File: src/common/ihbcd_pkg.sv
`default_nettype none
package ihbcd_pkg;
    // ==================================================
    // register map (word index on the plain port)
    localparam logic [3:0] ADDR_CTRL = 4'h0;
    localparam logic [3:0] ADDR_RELOAD = 4'h1;
    localparam logic [3:0] ADDR_STATUS = 4'h2;
    localparam logic [3:0] ADDR_MASK = 4'h3;
    localparam logic [3:0] ADDR_LINES = 4'h4;
    // ==================================================
    // sequence control bits
    localparam int CTRL_START = 0;
    localparam int CTRL_RSTART = 1;
    localparam int CTRL_STOP = 2;
    localparam int CTRL_W = 3;
    // ==================================================
    // status / mask bits
    localparam int ST_COLL = 0;
    localparam int ST_EVENT = 1;
    localparam int ST_W = 2;
    // ==================================================
    // reset values and the minimum reload
    localparam logic [7:0] RELOAD_RST = 8'h4f;
    localparam logic [CTRL_W-1:0] CTRL_RST = 3'h0;
    localparam logic [ST_W-1:0] ST_RST = 2'h0;
    localparam logic [ST_W-1:0] MASK_RST = 2'h0;
    localparam logic [7:0] RELOAD_MIN = 8'h03;
    // ==================================================
    typedef enum {
        IHB_IDLE,
        IHB_S_WAIT,
        IHB_S_CNT1,
        IHB_S_CNT2,
        IHB_R_CNT0,
        IHB_R_SCLH,
        IHB_R_CNT1,
        IHB_R_CNT2,
        IHB_P_SDAL,
        IHB_P_SCLH,
        IHB_P_CNT,
        IHB_P_CHK
    } ihb_state_type;
endpackage : ihbcd_pkg
`default_nettype wire

File: src/common/ihb_brg_if.sv
`timescale 1ns/10ps
`default_nettype none
// ==================================================
// link between sequencer and baud rate generator
interface ihb_brg_if;
    logic load;
    logic stop;
    logic [7:0] reload;
    logic expired;
    logic running;
    modport ctl (output load, output stop, output reload, input expired, input running);
    modport gen (input load, input stop, input reload, output expired, output running);
endinterface : ihb_brg_if
`default_nettype wire

File: src/logic/ihb_baud_gen.sv
`timescale 1ns/10ps
`default_nettype none
// ==================================================
// baud rate generator: load, count down, one-cycle expiry
module ihb_baud_gen (
    input wire logic clk,
    input wire logic rst_n,
    ihb_brg_if.gen brg
);
    import ihbcd_pkg::*;
    logic [7:0] cnt_r;
    logic run_r;
    logic exp_r;
    wire cnt_zero = (cnt_r == 8'h00);
    // count and expiry
    always_ff @(posedge clk or negedge rst_n) begin
        if (!rst_n) begin
            cnt_r <= 8'h00;
            run_r <= 1'b0;
            exp_r <= 1'b0;
        end else if (brg.stop) begin
            run_r <= 1'b0;
            exp_r <= 1'b0;
        end else if (brg.load) begin
            cnt_r <= brg.reload;
            run_r <= 1'b1;
            exp_r <= 1'b0;
        end else if (run_r) begin
            cnt_r <= cnt_zero ? cnt_r : cnt_r - 8'h01;
            run_r <= !cnt_zero;
            exp_r <= cnt_zero;
        end else begin
            exp_r <= 1'b0;
        end
    end
    assign brg.expired = exp_r;
    assign brg.running = run_r;
endmodule : ihb_baud_gen
`default_nettype wire

File: src/logic/ihb_stop_watch.sv
`timescale 1ns/10ps
`default_nettype none
// ==================================================
// bus stop detector: sda rising while scl high
module ihb_stop_watch (
    input wire logic clk,
    input wire logic rst_n,
    input wire logic scl_in,
    input wire logic sda_in,
    output logic stop_seen
);
    import ihbcd_pkg::*;
    logic sda_d_r;
    // previous sda level
    always_ff @(posedge clk or negedge rst_n) begin
        if (!rst_n) begin
            sda_d_r <= 1'b1;
        end else begin
            sda_d_r <= sda_in;
        end
    end
    assign stop_seen = scl_in && sda_in && !sda_d_r;
endmodule : ihb_stop_watch
`default_nettype wire

File: src/logic/ihb_collision_detect.sv
// Local design decisions: the address map and strobed register access.
`timescale 1ns/10ps
`default_nettype none
// Overview of operation
// start sees either line low: collision
// scl low before sda pulled: collision
// start collision aborts, flags, returns idle
// start with both lines high: loads generator
// scl low with sda high: collision
// sda low early: reset generator, drive
// count expires: drive sda, reload, count
// second start count ignores scl; then scl low
// sda low when scl rises: collision
// repeated start: count, release scl, sample
// sda high: reload; sda falling fine
// scl falls before sda driven: collision
// both high: drive sda, count, scl low
// stop: sda low, release scl, count
// after count, sda released, low: collision
// scl low before sda floats: collision
// collision releases lines, clears enables
// after collision, stop seen sets event
// collision flag sticky until software clears
module ihb_collision_detect (
    input wire logic clk,
    input wire logic rst_n,
    input wire logic [3:0] reg_addr,
    input wire logic [7:0] reg_wdata,
    input wire logic reg_wr,
    input wire logic reg_rd,
    output logic [7:0] reg_rdata,
    input wire logic scl_in,
    input wire logic sda_in,
    output logic scl_out,
    output logic scl_oe_n,
    output logic sda_out,
    output logic sda_oe_n,
    output logic irq
);
    import ihbcd_pkg::*;

    // ==================================================
    // registers and state
    ihb_state_type state_r, state_nxt;
    logic [CTRL_W-1:0] ctrl_r;
    logic [7:0] reload_r;
    logic [ST_W-1:0] status_r;
    logic [ST_W-1:0] mask_r;
    logic [7:0] rdata_r;
    logic scl_drv_r, scl_drv_nxt;
    logic sda_drv_r, sda_drv_nxt;
    logic scl_oe_n_r, sda_oe_n_r;
    logic irq_r;
    logic scl_d_r;
    logic watch_r;
    logic coll_ev, done_ev, load_c, stop_c;
    logic stop_seen;

    ihb_brg_if brg ();

    ihb_baud_gen u_brg (
        .clk(clk),
        .rst_n(rst_n),
        .brg(brg)
    );

    ihb_stop_watch u_stop (
        .clk(clk),
        .rst_n(rst_n),
        .scl_in(scl_in),
        .sda_in(sda_in),
        .stop_seen(stop_seen)
    );

    // ==================================================
    // decode
    wire wr_ctrl = reg_wr && (reg_addr == ADDR_CTRL);
    wire wr_reload = reg_wr && (reg_addr == ADDR_RELOAD);
    wire wr_status = reg_wr && (reg_addr == ADDR_STATUS);
    wire wr_mask = reg_wr && (reg_addr == ADDR_MASK);
    wire idle = (state_r == IHB_IDLE);
    wire scl_rise = scl_in && !scl_d_r;
    wire scl_fall = !scl_in && scl_d_r;
    wire [7:0] reload_eff = (reload_r < RELOAD_MIN) ? RELOAD_MIN : reload_r;
    wire ev_stop = watch_r && stop_seen;

    function automatic logic [7:0] rd_mux(input logic [3:0] a, input logic [CTRL_W-1:0] c,
                                          input logic [7:0] rl, input logic [ST_W-1:0] s,
                                          input logic [ST_W-1:0] m, input logic sc, input logic sd);
        case (a)
            ADDR_CTRL: rd_mux = {5'h00, c};
            ADDR_RELOAD: rd_mux = rl;
            ADDR_STATUS: rd_mux = {6'h00, s};
            ADDR_MASK: rd_mux = {6'h00, m};
            ADDR_LINES: rd_mux = {6'h00, sd, sc};
            default: rd_mux = 8'h00;
        endcase
    endfunction : rd_mux

    // ==================================================
    // sequencer next state
    always_comb begin
        state_nxt = state_r;
        scl_drv_nxt = scl_drv_r;
        sda_drv_nxt = sda_drv_r;
        coll_ev = 1'b0;
        done_ev = 1'b0;
        load_c = 1'b0;
        stop_c = 1'b0;
        case (state_r)
            IHB_IDLE: begin
                if (ctrl_r[CTRL_START]) begin
                    if (!sda_in || !scl_in) begin
                        coll_ev = 1'b1;
                    end else begin
                        load_c = 1'b1;
                        state_nxt = IHB_S_CNT1;
                    end
                end else if (ctrl_r[CTRL_RSTART]) begin
                    sda_drv_nxt = 1'b0;
                    state_nxt = IHB_S_WAIT;
                end else if (ctrl_r[CTRL_STOP]) begin
                    sda_drv_nxt = 1'b1;
                    state_nxt = IHB_P_SDAL;
                end
            end
            IHB_S_WAIT: begin
                if (sda_in) begin
                    load_c = 1'b1;
                    state_nxt = IHB_R_CNT0;
                end
            end
            IHB_S_CNT1: begin
                if (!sda_in) begin
                    load_c = 1'b1;
                    sda_drv_nxt = 1'b1;
                    state_nxt = IHB_S_CNT2;
                end else if (!scl_in) begin
                    coll_ev = 1'b1;
                end else if (brg.expired) begin
                    load_c = 1'b1;
                    sda_drv_nxt = 1'b1;
                    state_nxt = IHB_S_CNT2;
                end
            end
            IHB_S_CNT2: begin
                if (brg.expired) begin
                    scl_drv_nxt = 1'b1;
                    done_ev = 1'b1;
                end
            end
            IHB_R_CNT0: begin
                if (brg.expired) begin
                    scl_drv_nxt = 1'b0;
                    state_nxt = IHB_R_SCLH;
                end
            end
            IHB_R_SCLH: begin
                if (scl_rise || scl_in) begin
                    if (!sda_in) begin
                        coll_ev = 1'b1;
                    end else begin
                        load_c = 1'b1;
                        state_nxt = IHB_R_CNT1;
                    end
                end
            end
            IHB_R_CNT1: begin
                if (scl_fall && sda_in) begin
                    coll_ev = 1'b1;
                end else if (brg.expired) begin
                    if (scl_in && sda_in) begin
                        sda_drv_nxt = 1'b1;
                        load_c = 1'b1;
                        state_nxt = IHB_R_CNT2;
                    end else if (!sda_in) begin
                        sda_drv_nxt = 1'b1;
                        load_c = 1'b1;
                        state_nxt = IHB_R_CNT2;
                    end else begin
                        coll_ev = 1'b1;
                    end
                end
            end
            IHB_R_CNT2: begin
                if (brg.expired) begin
                    scl_drv_nxt = 1'b1;
                    done_ev = 1'b1;
                end
            end
            IHB_P_SDAL: begin
                if (!sda_in) begin
                    scl_drv_nxt = 1'b0;
                    state_nxt = IHB_P_SCLH;
                end
            end
            IHB_P_SCLH: begin
                if (scl_in) begin
                    load_c = 1'b1;
                    state_nxt = IHB_P_CNT;
                end
            end
            IHB_P_CNT: begin
                if (!scl_in) begin
                    coll_ev = 1'b1;
                end else if (brg.expired) begin
                    sda_drv_nxt = 1'b0;
                    load_c = 1'b1;
                    state_nxt = IHB_P_CHK;
                end
            end
            IHB_P_CHK: begin
                if (!scl_in) begin
                    coll_ev = 1'b1;
                end else if (brg.expired) begin
                    if (!sda_in) begin
                        coll_ev = 1'b1;
                    end else begin
                        done_ev = 1'b1;
                    end
                end
            end
            default: state_nxt = IHB_IDLE;
        endcase
        if (coll_ev || done_ev) begin
            state_nxt = IHB_IDLE;
            stop_c = 1'b1;
            if (coll_ev) begin
                scl_drv_nxt = 1'b0;
                sda_drv_nxt = 1'b0;
            end
        end
    end

    assign brg.load = load_c;
    assign brg.stop = stop_c;
    assign brg.reload = reload_eff;

    // ==================================================
    // sequencer state and line drive
    always_ff @(posedge clk or negedge rst_n) begin
        if (!rst_n) begin
            state_r <= IHB_IDLE;
            scl_drv_r <= 1'b0;
            sda_drv_r <= 1'b0;
            scl_oe_n_r <= 1'b1;
            sda_oe_n_r <= 1'b1;
            scl_d_r <= 1'b1;
        end else begin
            state_r <= state_nxt;
            scl_drv_r <= scl_drv_nxt;
            sda_drv_r <= sda_drv_nxt;
            scl_oe_n_r <= !scl_drv_nxt; // pin enables leave straight from a flop
            sda_oe_n_r <= !sda_drv_nxt;
            scl_d_r <= scl_in;
        end
    end

    // ==================================================
    // sequence control: software sets, hardware clears
    always_ff @(posedge clk or negedge rst_n) begin
        if (!rst_n) begin
            ctrl_r <= CTRL_RST;
        end else if (coll_ev || done_ev) begin
            ctrl_r <= CTRL_RST;
        end else if (wr_ctrl && idle) begin
            ctrl_r <= reg_wdata[CTRL_W-1:0];
        end
    end

    // reload value and interrupt mask
    always_ff @(posedge clk or negedge rst_n) begin
        if (!rst_n) begin
            reload_r <= RELOAD_RST;
            mask_r <= MASK_RST;
        end else begin
            reload_r <= wr_reload ? reg_wdata : reload_r;
            mask_r <= wr_mask ? reg_wdata[ST_W-1:0] : mask_r;
        end
    end

    // sticky status: set wins over write-one-to-clear
    always_ff @(posedge clk or negedge rst_n) begin
        if (!rst_n) begin
            status_r <= ST_RST;
        end else begin
            status_r[ST_COLL] <= coll_ev || (status_r[ST_COLL]
                                 && !(wr_status && reg_wdata[ST_COLL]));
            status_r[ST_EVENT] <= done_ev || ev_stop || (status_r[ST_EVENT]
                                  && !(wr_status && reg_wdata[ST_EVENT]));
        end
    end

    // post-collision stop watch
    always_ff @(posedge clk or negedge rst_n) begin
        if (!rst_n) begin
            watch_r <= 1'b0;
        end else begin
            watch_r <= coll_ev || (watch_r && !stop_seen);
        end
    end

    // read port and interrupt output
    always_ff @(posedge clk or negedge rst_n) begin
        if (!rst_n) begin
            rdata_r <= 8'h00;
            irq_r <= 1'b0;
        end else begin
            rdata_r <= reg_rd ? rd_mux(reg_addr, ctrl_r, reload_r, status_r, mask_r, scl_in, sda_in) : 8'h00;
            irq_r <= |(status_r & mask_r);
        end
    end

    assign reg_rdata = rdata_r;
    assign irq = irq_r;
    assign scl_out = 1'b0;
    assign sda_out = 1'b0;
    assign scl_oe_n = scl_oe_n_r;
    assign sda_oe_n = sda_oe_n_r;

    // ==================================================
    // assertions
    a_start_low_coll: assert property (@(posedge clk) disable iff (!rst_n)
        (idle && ctrl_r[CTRL_START] && !sda_in) |=> status_r[ST_COLL] && idle)
        else $error("start on low sda not flagged");
    a_coll_release: assert property (@(posedge clk) disable iff (!rst_n)
        coll_ev |=> scl_oe_n && sda_oe_n && ctrl_r == CTRL_RST)
        else $error("collision did not release lines");
    a_coll_sticky: assert property (@(posedge clk) disable iff (!rst_n)
        (status_r[ST_COLL] && !wr_status) |=> status_r[ST_COLL])
        else $error("collision flag dropped");
    a_early_sda: assert property (@(posedge clk) disable iff (!rst_n)
        (state_r == IHB_S_CNT1 && !sda_in) |=> !sda_oe_n && !status_r[ST_COLL] || $past(status_r[ST_COLL]))
        else $error("early sda not driven");
    a_stop_release: assert property (@(posedge clk) disable iff (!rst_n)
        (state_r == IHB_P_SDAL && !sda_in) |=> scl_oe_n)
        else $error("scl not released in stop");
    a_irq_level: assert property (@(posedge clk) disable iff (!rst_n)
        |(status_r & mask_r) |=> irq)
        else $error("irq not raised");
    a_rstart_coll: assert property (@(posedge clk) disable iff (!rst_n)
        (state_r == IHB_R_SCLH && scl_in && !sda_in) |=> status_r[ST_COLL])
        else $error("repeated start collision missed");
    a_stop_event: assert property (@(posedge clk) disable iff (!rst_n)
        ev_stop |=> status_r[ST_EVENT])
        else $error("stop after collision not flagged");
    c_start_done: cover property (@(posedge clk) disable iff (!rst_n) state_r == IHB_S_CNT2 && done_ev);
    c_coll: cover property (@(posedge clk) disable iff (!rst_n) coll_ev);
    c_stop_done: cover property (@(posedge clk) disable iff (!rst_n) state_r == IHB_P_CHK && done_ev);
    c_rstart_done: cover property (@(posedge clk) disable iff (!rst_n) state_r == IHB_R_CNT2 && done_ev);
endmodule : ihb_collision_detect
`default_nettype wire

File: config.mk
export PLATFORM = sky130hd
export DESIGN_NAME = ihb_collision_detect
export DESIGN_NICKNAME = d
export VERILOG_FILES = /design/src/common/ihbcd_pkg.sv /design/src/common/ihb_brg_if.sv /design/src/logic/ihb_baud_gen.sv /design/src/logic/ihb_stop_watch.sv /design/src/logic/ihb_collision_detect.sv
export SDC_FILE = /design/constraint.sdc
export NUM_CORES = 1
export LEC_CHECK = 0
export BUFFER_PORTS_ARGS = -buffer_cell sky130_fd_sc_hd__clkbuf_2
export CORE_ASPECT_RATIO = 0.7
export CORE_MARGIN = 5
export CORE_UTILIZATION = 35
export DETAILED_ROUTE_END_ITERATION = 7
export GPL_TIMING_DRIVEN = 0
export SKIP_CTS_REPAIR_TIMING = 1
export SLEW_MARGIN = 0
export SYNTH_ARGS = -nofsm -noshare
export SYNTH_HDL_FRONTEND = slang
export SYNTH_SLANG_ARGS = --single-unit
export TNS_END_PERCENT = 100
File: constraint.sdc
create_clock -name clk -period 5.04 [get_ports clk]
set_clock_uncertainty 0.1 [all_clocks]
set_input_delay 1.008 -clock clk [delete_from_list [all_inputs] [get_ports clk]]
set_output_delay 1.008 -clock clk [all_outputs]
set_load 0.05 [all_outputs]
Word level (Yosys, flattened, before mapping)
Index checks and enable logic that the tools add are counted.

Output and inout bits: 13. Register bits: 73. Input bits: 18. Memories kept: 0. Bits in latches: 0. Word-level logic and storage cells: 181. ROM bits: 0. Memory bits (writable): 0.

Shifts and indexed selects: 0. Bitwise gates (word level): 2. Equal/unequal tests: 32. Reductions and logical operators: 44. Div/mod/pow operators: 0. Multipliers: 0. Add/sub/neg operators: 1. $lt $le $gt $ge: 1. Muxes and demuxes: 84.

Operators with widths (number): $mux W32 (20); $pmux W32 S10 (1); $eq A32 B3 Y1 const B (4); $eq A32 B4 Y1 const B (4); $eq A32 B2 Y1 const B (2); $logic_not A32 Y1 (2); $mux W1 (50); $mux W8 (5); $pmux W8 S5 (1); $eq A32 B1 Y1 const B (1); $ne A3 B3 Y1 const B (7); $logic_and A1 B1 Y1 (16); $reduce_and A16 Y1 (1); $ne A4 B4 Y1 const B (3); $logic_not A1 Y1 (10); $ne A3 B2 Y1 const B (3); $eq A4 B2 Y1 const B (2); $logic_not A8 Y1 (1); $lt A8 B2 Y1 const B (1); $sub A8 B1 Y8 const B (1); $logic_or A1 B1 Y1 (7); $pmux W1 S7 (1); $mux W3 (2); $pmux W1 S6 (1); other kinds (16) (18).

Depth between registers and ports, before layout
Depth in word-level cells: 9. Mapped depth: 8.

Modules after synthesis
A second synthesis with hierarchy kept.

Cell total of the unflattened synthesis: 282. Area, all modules: 2631.3 um^2.

Modules (own cells, without submodules): ihb_collision_detect (area an instance 1979.4 um^2, cells each 212, times used 1, sequential area each 860.8 um^2); ihb_baud_gen (area an instance 616.8 um^2, cells each 68, times used 1, sequential area each 250.2 um^2); ihb_stop_watch (area an instance 35.0 um^2, cells each 2, times used 1, sequential area each 26.3 um^2).

Least setup slack after synthesis
No wires, ideal clock.

Path kind: in2reg. From: input port scl_in. To: register u_brg.cnt_r[3]. Data required time: 4.812 ns. Cell stages on the path: 8. Arrival time: 2.352 ns. Path buffers: 2. Path slack: 2.460 ns. Setup time: 0.128 ns. Cell sequence: buf_4 -> a21bo_1 -> a32o_1 -> a22o_4 -> or2_0 -> buf_6 -> a31oi_1 -> o22ai_1.

Cells in the longest elaborated chain, start to end: 9.

RTL lines: start: declaration (line ihb_collision_detect.sv:32) `input wire logic scl_in,`; $logic_and A1 B1 Y1 / $logic_not A1 Y1 (equally long branches); $mux W1, or another cell as far along (line ihb_collision_detect.sv:172) `if (scl_in && sda_in) begin`; $mux W1, or another cell as far along (line ihb_collision_detect.sv:171) `end else if (brg.expired) begin`; $mux W1 (on tied branches) (line ihb_collision_detect.sv:169, ihb_collision_detect.sv:112); $pmux W1 S6 (line ihb_collision_detect.sv:110) `case (state_r)`; $logic_or A1 B1 Y1 (line ihb_collision_detect.sv:225) `if (coll_ev || done_ev) begin`; $mux W1 (line ihb_collision_detect.sv:225); $not A1 Y1 (no source line); $reduce_and A3 Y1 (no source line); end signal: assignment (line ihb_baud_gen.sv:25) `cnt_r <= brg.reload;`; end signal: assignment (line ihb_baud_gen.sv:29) `cnt_r <= cnt_zero ? cnt_r : cnt_r - 8'h01;`; end: declaration (line ihb_baud_gen.sv:11) `logic [7:0] cnt_r;`.

Parallel ways exist; a longest one is shown, timed or not. A chain may end at the register's enable or synchronous reset.

Worst setup path in the final report
From: input port sda_in. To: register state_r[3].

Cells in the longest elaborated chain, start to end: 8.

RTL lines: start: declaration (line ihb_collision_detect.sv:33) `input wire logic sda_in,`; $mux W1, or another cell as far along (line ihb_collision_detect.sv:176, ihb_collision_detect.sv:216); $mux W1 / $logic_or A1 B1 Y1 (equally long branches) (line ihb_collision_detect.sv:172, ihb_collision_detect.sv:113); $mux W1 (on tied branches) (line ihb_collision_detect.sv:171, ihb_collision_detect.sv:113); $mux W1 (on tied branches) (line ihb_collision_detect.sv:169, ihb_collision_detect.sv:112); $pmux W1 S6 (line ihb_collision_detect.sv:110); $logic_or A1 B1 Y1 (line ihb_collision_detect.sv:225); $ne A5 B5 Y1 (no source line), or another cell as far along; $reduce_and A16 Y1 (no source line); end signal: assignment (line ihb_collision_detect.sv:250) `state_r <= state_nxt;`; end: declaration (line ihb_collision_detect.sv:44) `ihb_state_type state_r, state_nxt;`.

Parallel ways exist; a longest one is shown, timed or not. The select of a mux whose other input is x is not followed.

==> flow_metrics.tcl <==
set metrics [dict create \
    fin_crit_ps 2560 \
    hold_path.class "flip-flop to flip-flop" \
    synth_largest_area_cell "dfrtp_1" \
    drcViolationCount 0 \
    drv_cap 0 \
    synth.ff_latch_count 45 \
    grtUsageTotal_pct 13.9 \
    rows 26 \
    clock-sinks 45 \
    n_antenna_cell 0 \
    peakVddDrop_mv 0.167 \
    clock_path_buffers 2 \
    io_buffer_count 27 \
    setup_viol 0 \
    ys_async_sr_fraction_pct 100 \
    detail_route.iter0.violations 169 \
    gp_congestion 0.834 \
    die_h_um 81.4 \
    dr.pass1.iters 4 \
    final-hold-violation-count 0 \
    clock_latency_ps 300 \
    cts_max_level 2 \
    ant_nets 0 \
    core-area_um2 7190 \
    cp.required_ps 5170 \
    slew-limit-headroom_pct 25.4 \
    vias_per_cell 5.35 \
    cts_root_buf "clkbuf_8" \
    start_kind "input port" \
    synthDistinctLibCells 58 \
    synth-seq-area-share_pct 44.7 \
    fin_worst_hold_slack_ps 409 \
    yosys-top-cells-count "dfrtp_1 (36), nor2_1 (18), nand2_1 (15)" \
    syn_inst 260 \
    cellLeakagePower_nw 1.28 \
    syn_area_um2 2550 \
    synth_top_family_by_area "simple AND/OR/NAND/NOR gates" \
    totalWireLength_mm 5.94 \
    area_delta_synth_final_pct 14.0 \
    hp-start "status_r[0]$_DFF_PN0_" \
    tns_ps 0 \
    grt_pass1_vias 1990 \
    p_per_area_nw_per_um2 481 \
    numCtsBuffers 5 \
    synth.top_cells.by_area "dfrtp_1 (35%), dfstp_2 (9.3%), mux2_2 (4.9%)" \
    vias 2109 \
    cts_tree "built" \
    critical_path.max_fanout 10 \
    initial_core_util_pct 35.4 \
    rsz0062_at_grt "false" \
    worstMarginPinSlew_ps 1120 \
    cp-startpoint "sda_in" \
    antenna_found_initial 0 \
    avgSynthCellArea_um2 9.79 \
    drive_above_1_share_pct 26.7 \
    synth_fa_ha_area_share_pct 0.491 \
    crit_arrival_ps 2690 \
    clk_pin_slew_ps 90 \
    final_nets 314 \
    r2r_start "state_r[1]$_DFFE_PN0P_" \
    grt_pass1_wl_mm 10.2 \
    synth-xor-area-share_pct 0 \
    synth.area.mux_share_pct 9.58 \
    period_share_pct 50.8 \
    yosysWarnings 0 \
    synth_ff_type "dfrtp_1" \
    synth-compound-area-share_pct 18.6 \
    synth_edf_count 0 \
    num_io_pins 31 \
    grt_remaining_overflow 0 \
    maxSlewViolCount 0 \
    die_w_um 112 \
    synthSimpleGateAreaFrac_pct 20.5 \
    die_area_um2 9110 \
    dp_hpwl_mm 4.36 \
    synth_top_area_share_pct 35.4 \
    max_freq_mhz 390 \
    synth_most_common_cell "dfrtp_1" \
    nFillCells 715 \
    crit_path_end_kind "flip-flop" \
    status "finished clean" \
    crit_type "input port to flip-flop" \
    wire_per_inst_um 15.1 \
    grt_max_degree 46 \
]
[area by class of cell]
cell class                 instances  area, um2  share of cell area (%)
inverter                          13       48.8                    1.68
multi-input combinational        186       1260                    43.4
sequential                        45       1140                    39.2
timing repair buffer              27        135                    4.66
tap                               98        123                    4.23
clock inverter                     3       25.0                   0.862
buffer                            17        104                    3.58
clock buffer                       5       68.8                    2.37
[state kept, by name, indices dropped and copies added (netlist names), 2 cells and up]
signal / count
ctrl_r: 3
reload_r: 8
status_r: 2
u_brg.cnt_r: 8
mask_r: 2
reg_rdata: 8
state_r: 4
[per-layer routing]
metal / routed length, um / global-route usage (%)
met2: 2370 / 19.0
met1: 3150 / 21.7
met5: 0 / 0
met3: 353 / 3.05
met4: 70 / 4.20
[through the flow]
step / instance area, um2 / total power (W) / utilization (%) / setup slack, ps / std cells
3_3_place_gp: 2810 / 0.00115 / 39.1 / 2180 / 386
2_1_floorplan: 2550 / 0.00101 / - / 2460 / 261
5_1_grt: 2900 / 0.00151 / 40.4 / 2270 / 394
6_report: 2900 / 0.00140 / 40.4 / 2480 / 394
4_1_cts: 2900 / 0.00140 / 40.4 / 2490 / 394
3_5_place_dp: 2810 / 0.00116 / 39.1 / 2170 / 386
[placed cells by master, fill, tap and decap left out, drive strengths merged, types with 2 or more instances in the layout]
master	netlist	layout
a21boi	2	2
a21oi	8	8
a222oi	2	2
a22o	5	5
a22oi	3	3
a31oi	6	6
a32o	2	2
and2	6	6
and3	2	2
buf	14	14
clkbuf	3	35
conb	1	2
dfrtp	36	36
dfstp	9	9
inv	13	15
mux2	11	11
mux2i	12	12
nand2	16	16
nand2b	6	6
nand3	4	4
nand4	3	3
nand4b	2	2
nor2	19	19
nor2b	7	7
nor3	15	15
nor3b	2	2
nor4	3	3
o211ai	2	2
o21a	3	3
o21ai	17	17
o22ai	3	3
o2bb2ai	2	2
o31ai	4	4
or3	2	2
[cells by family after synthesis]
logic type | Yosys count
AOI/OAI and AO/OA | 66
muxes | 23
buffers and inverters | 30
other | 1
DFF | 45
and+or+nand+nor | 94
adders and majority gates | 1
[final timing paths]
kind	end	slack (ps)	depth (start not counted)
max	state_r[3]$_DFFE_PN0P_	2480	8
min	status_r[0]$_DFF_PN0_	410	1
max reg2reg	u_brg.cnt_r[0]$_DFFE_PN0P_	2760	8
min reg2reg	status_r[0]$_DFF_PN0_	410	1
max in group asynchronous	watch_r$_DFF_PN0_	3350	1
min in group asynchronous	state_r[0]$_DFFE_PN0P_	790	1
[power by group]
part           internal (W)  switching (W)  leakage (nW)
Combinational      0.000252       0.000347         0.682
Clock              0.000101       0.000136        0.0452
Sequential         0.000467      0.0000926         0.551
Total              0.000820       0.000576          1.28
[worst max-delay path: stages]
cell and delay, ps:
clkbuf_2 150, buf_2 250, a21boi_0 120, o21ai_1 160, o31ai_1 130, nor4_2 560, a31oi_1 160, nor3_1 150
No activity file was read; power rests on OpenSTA's default activity.
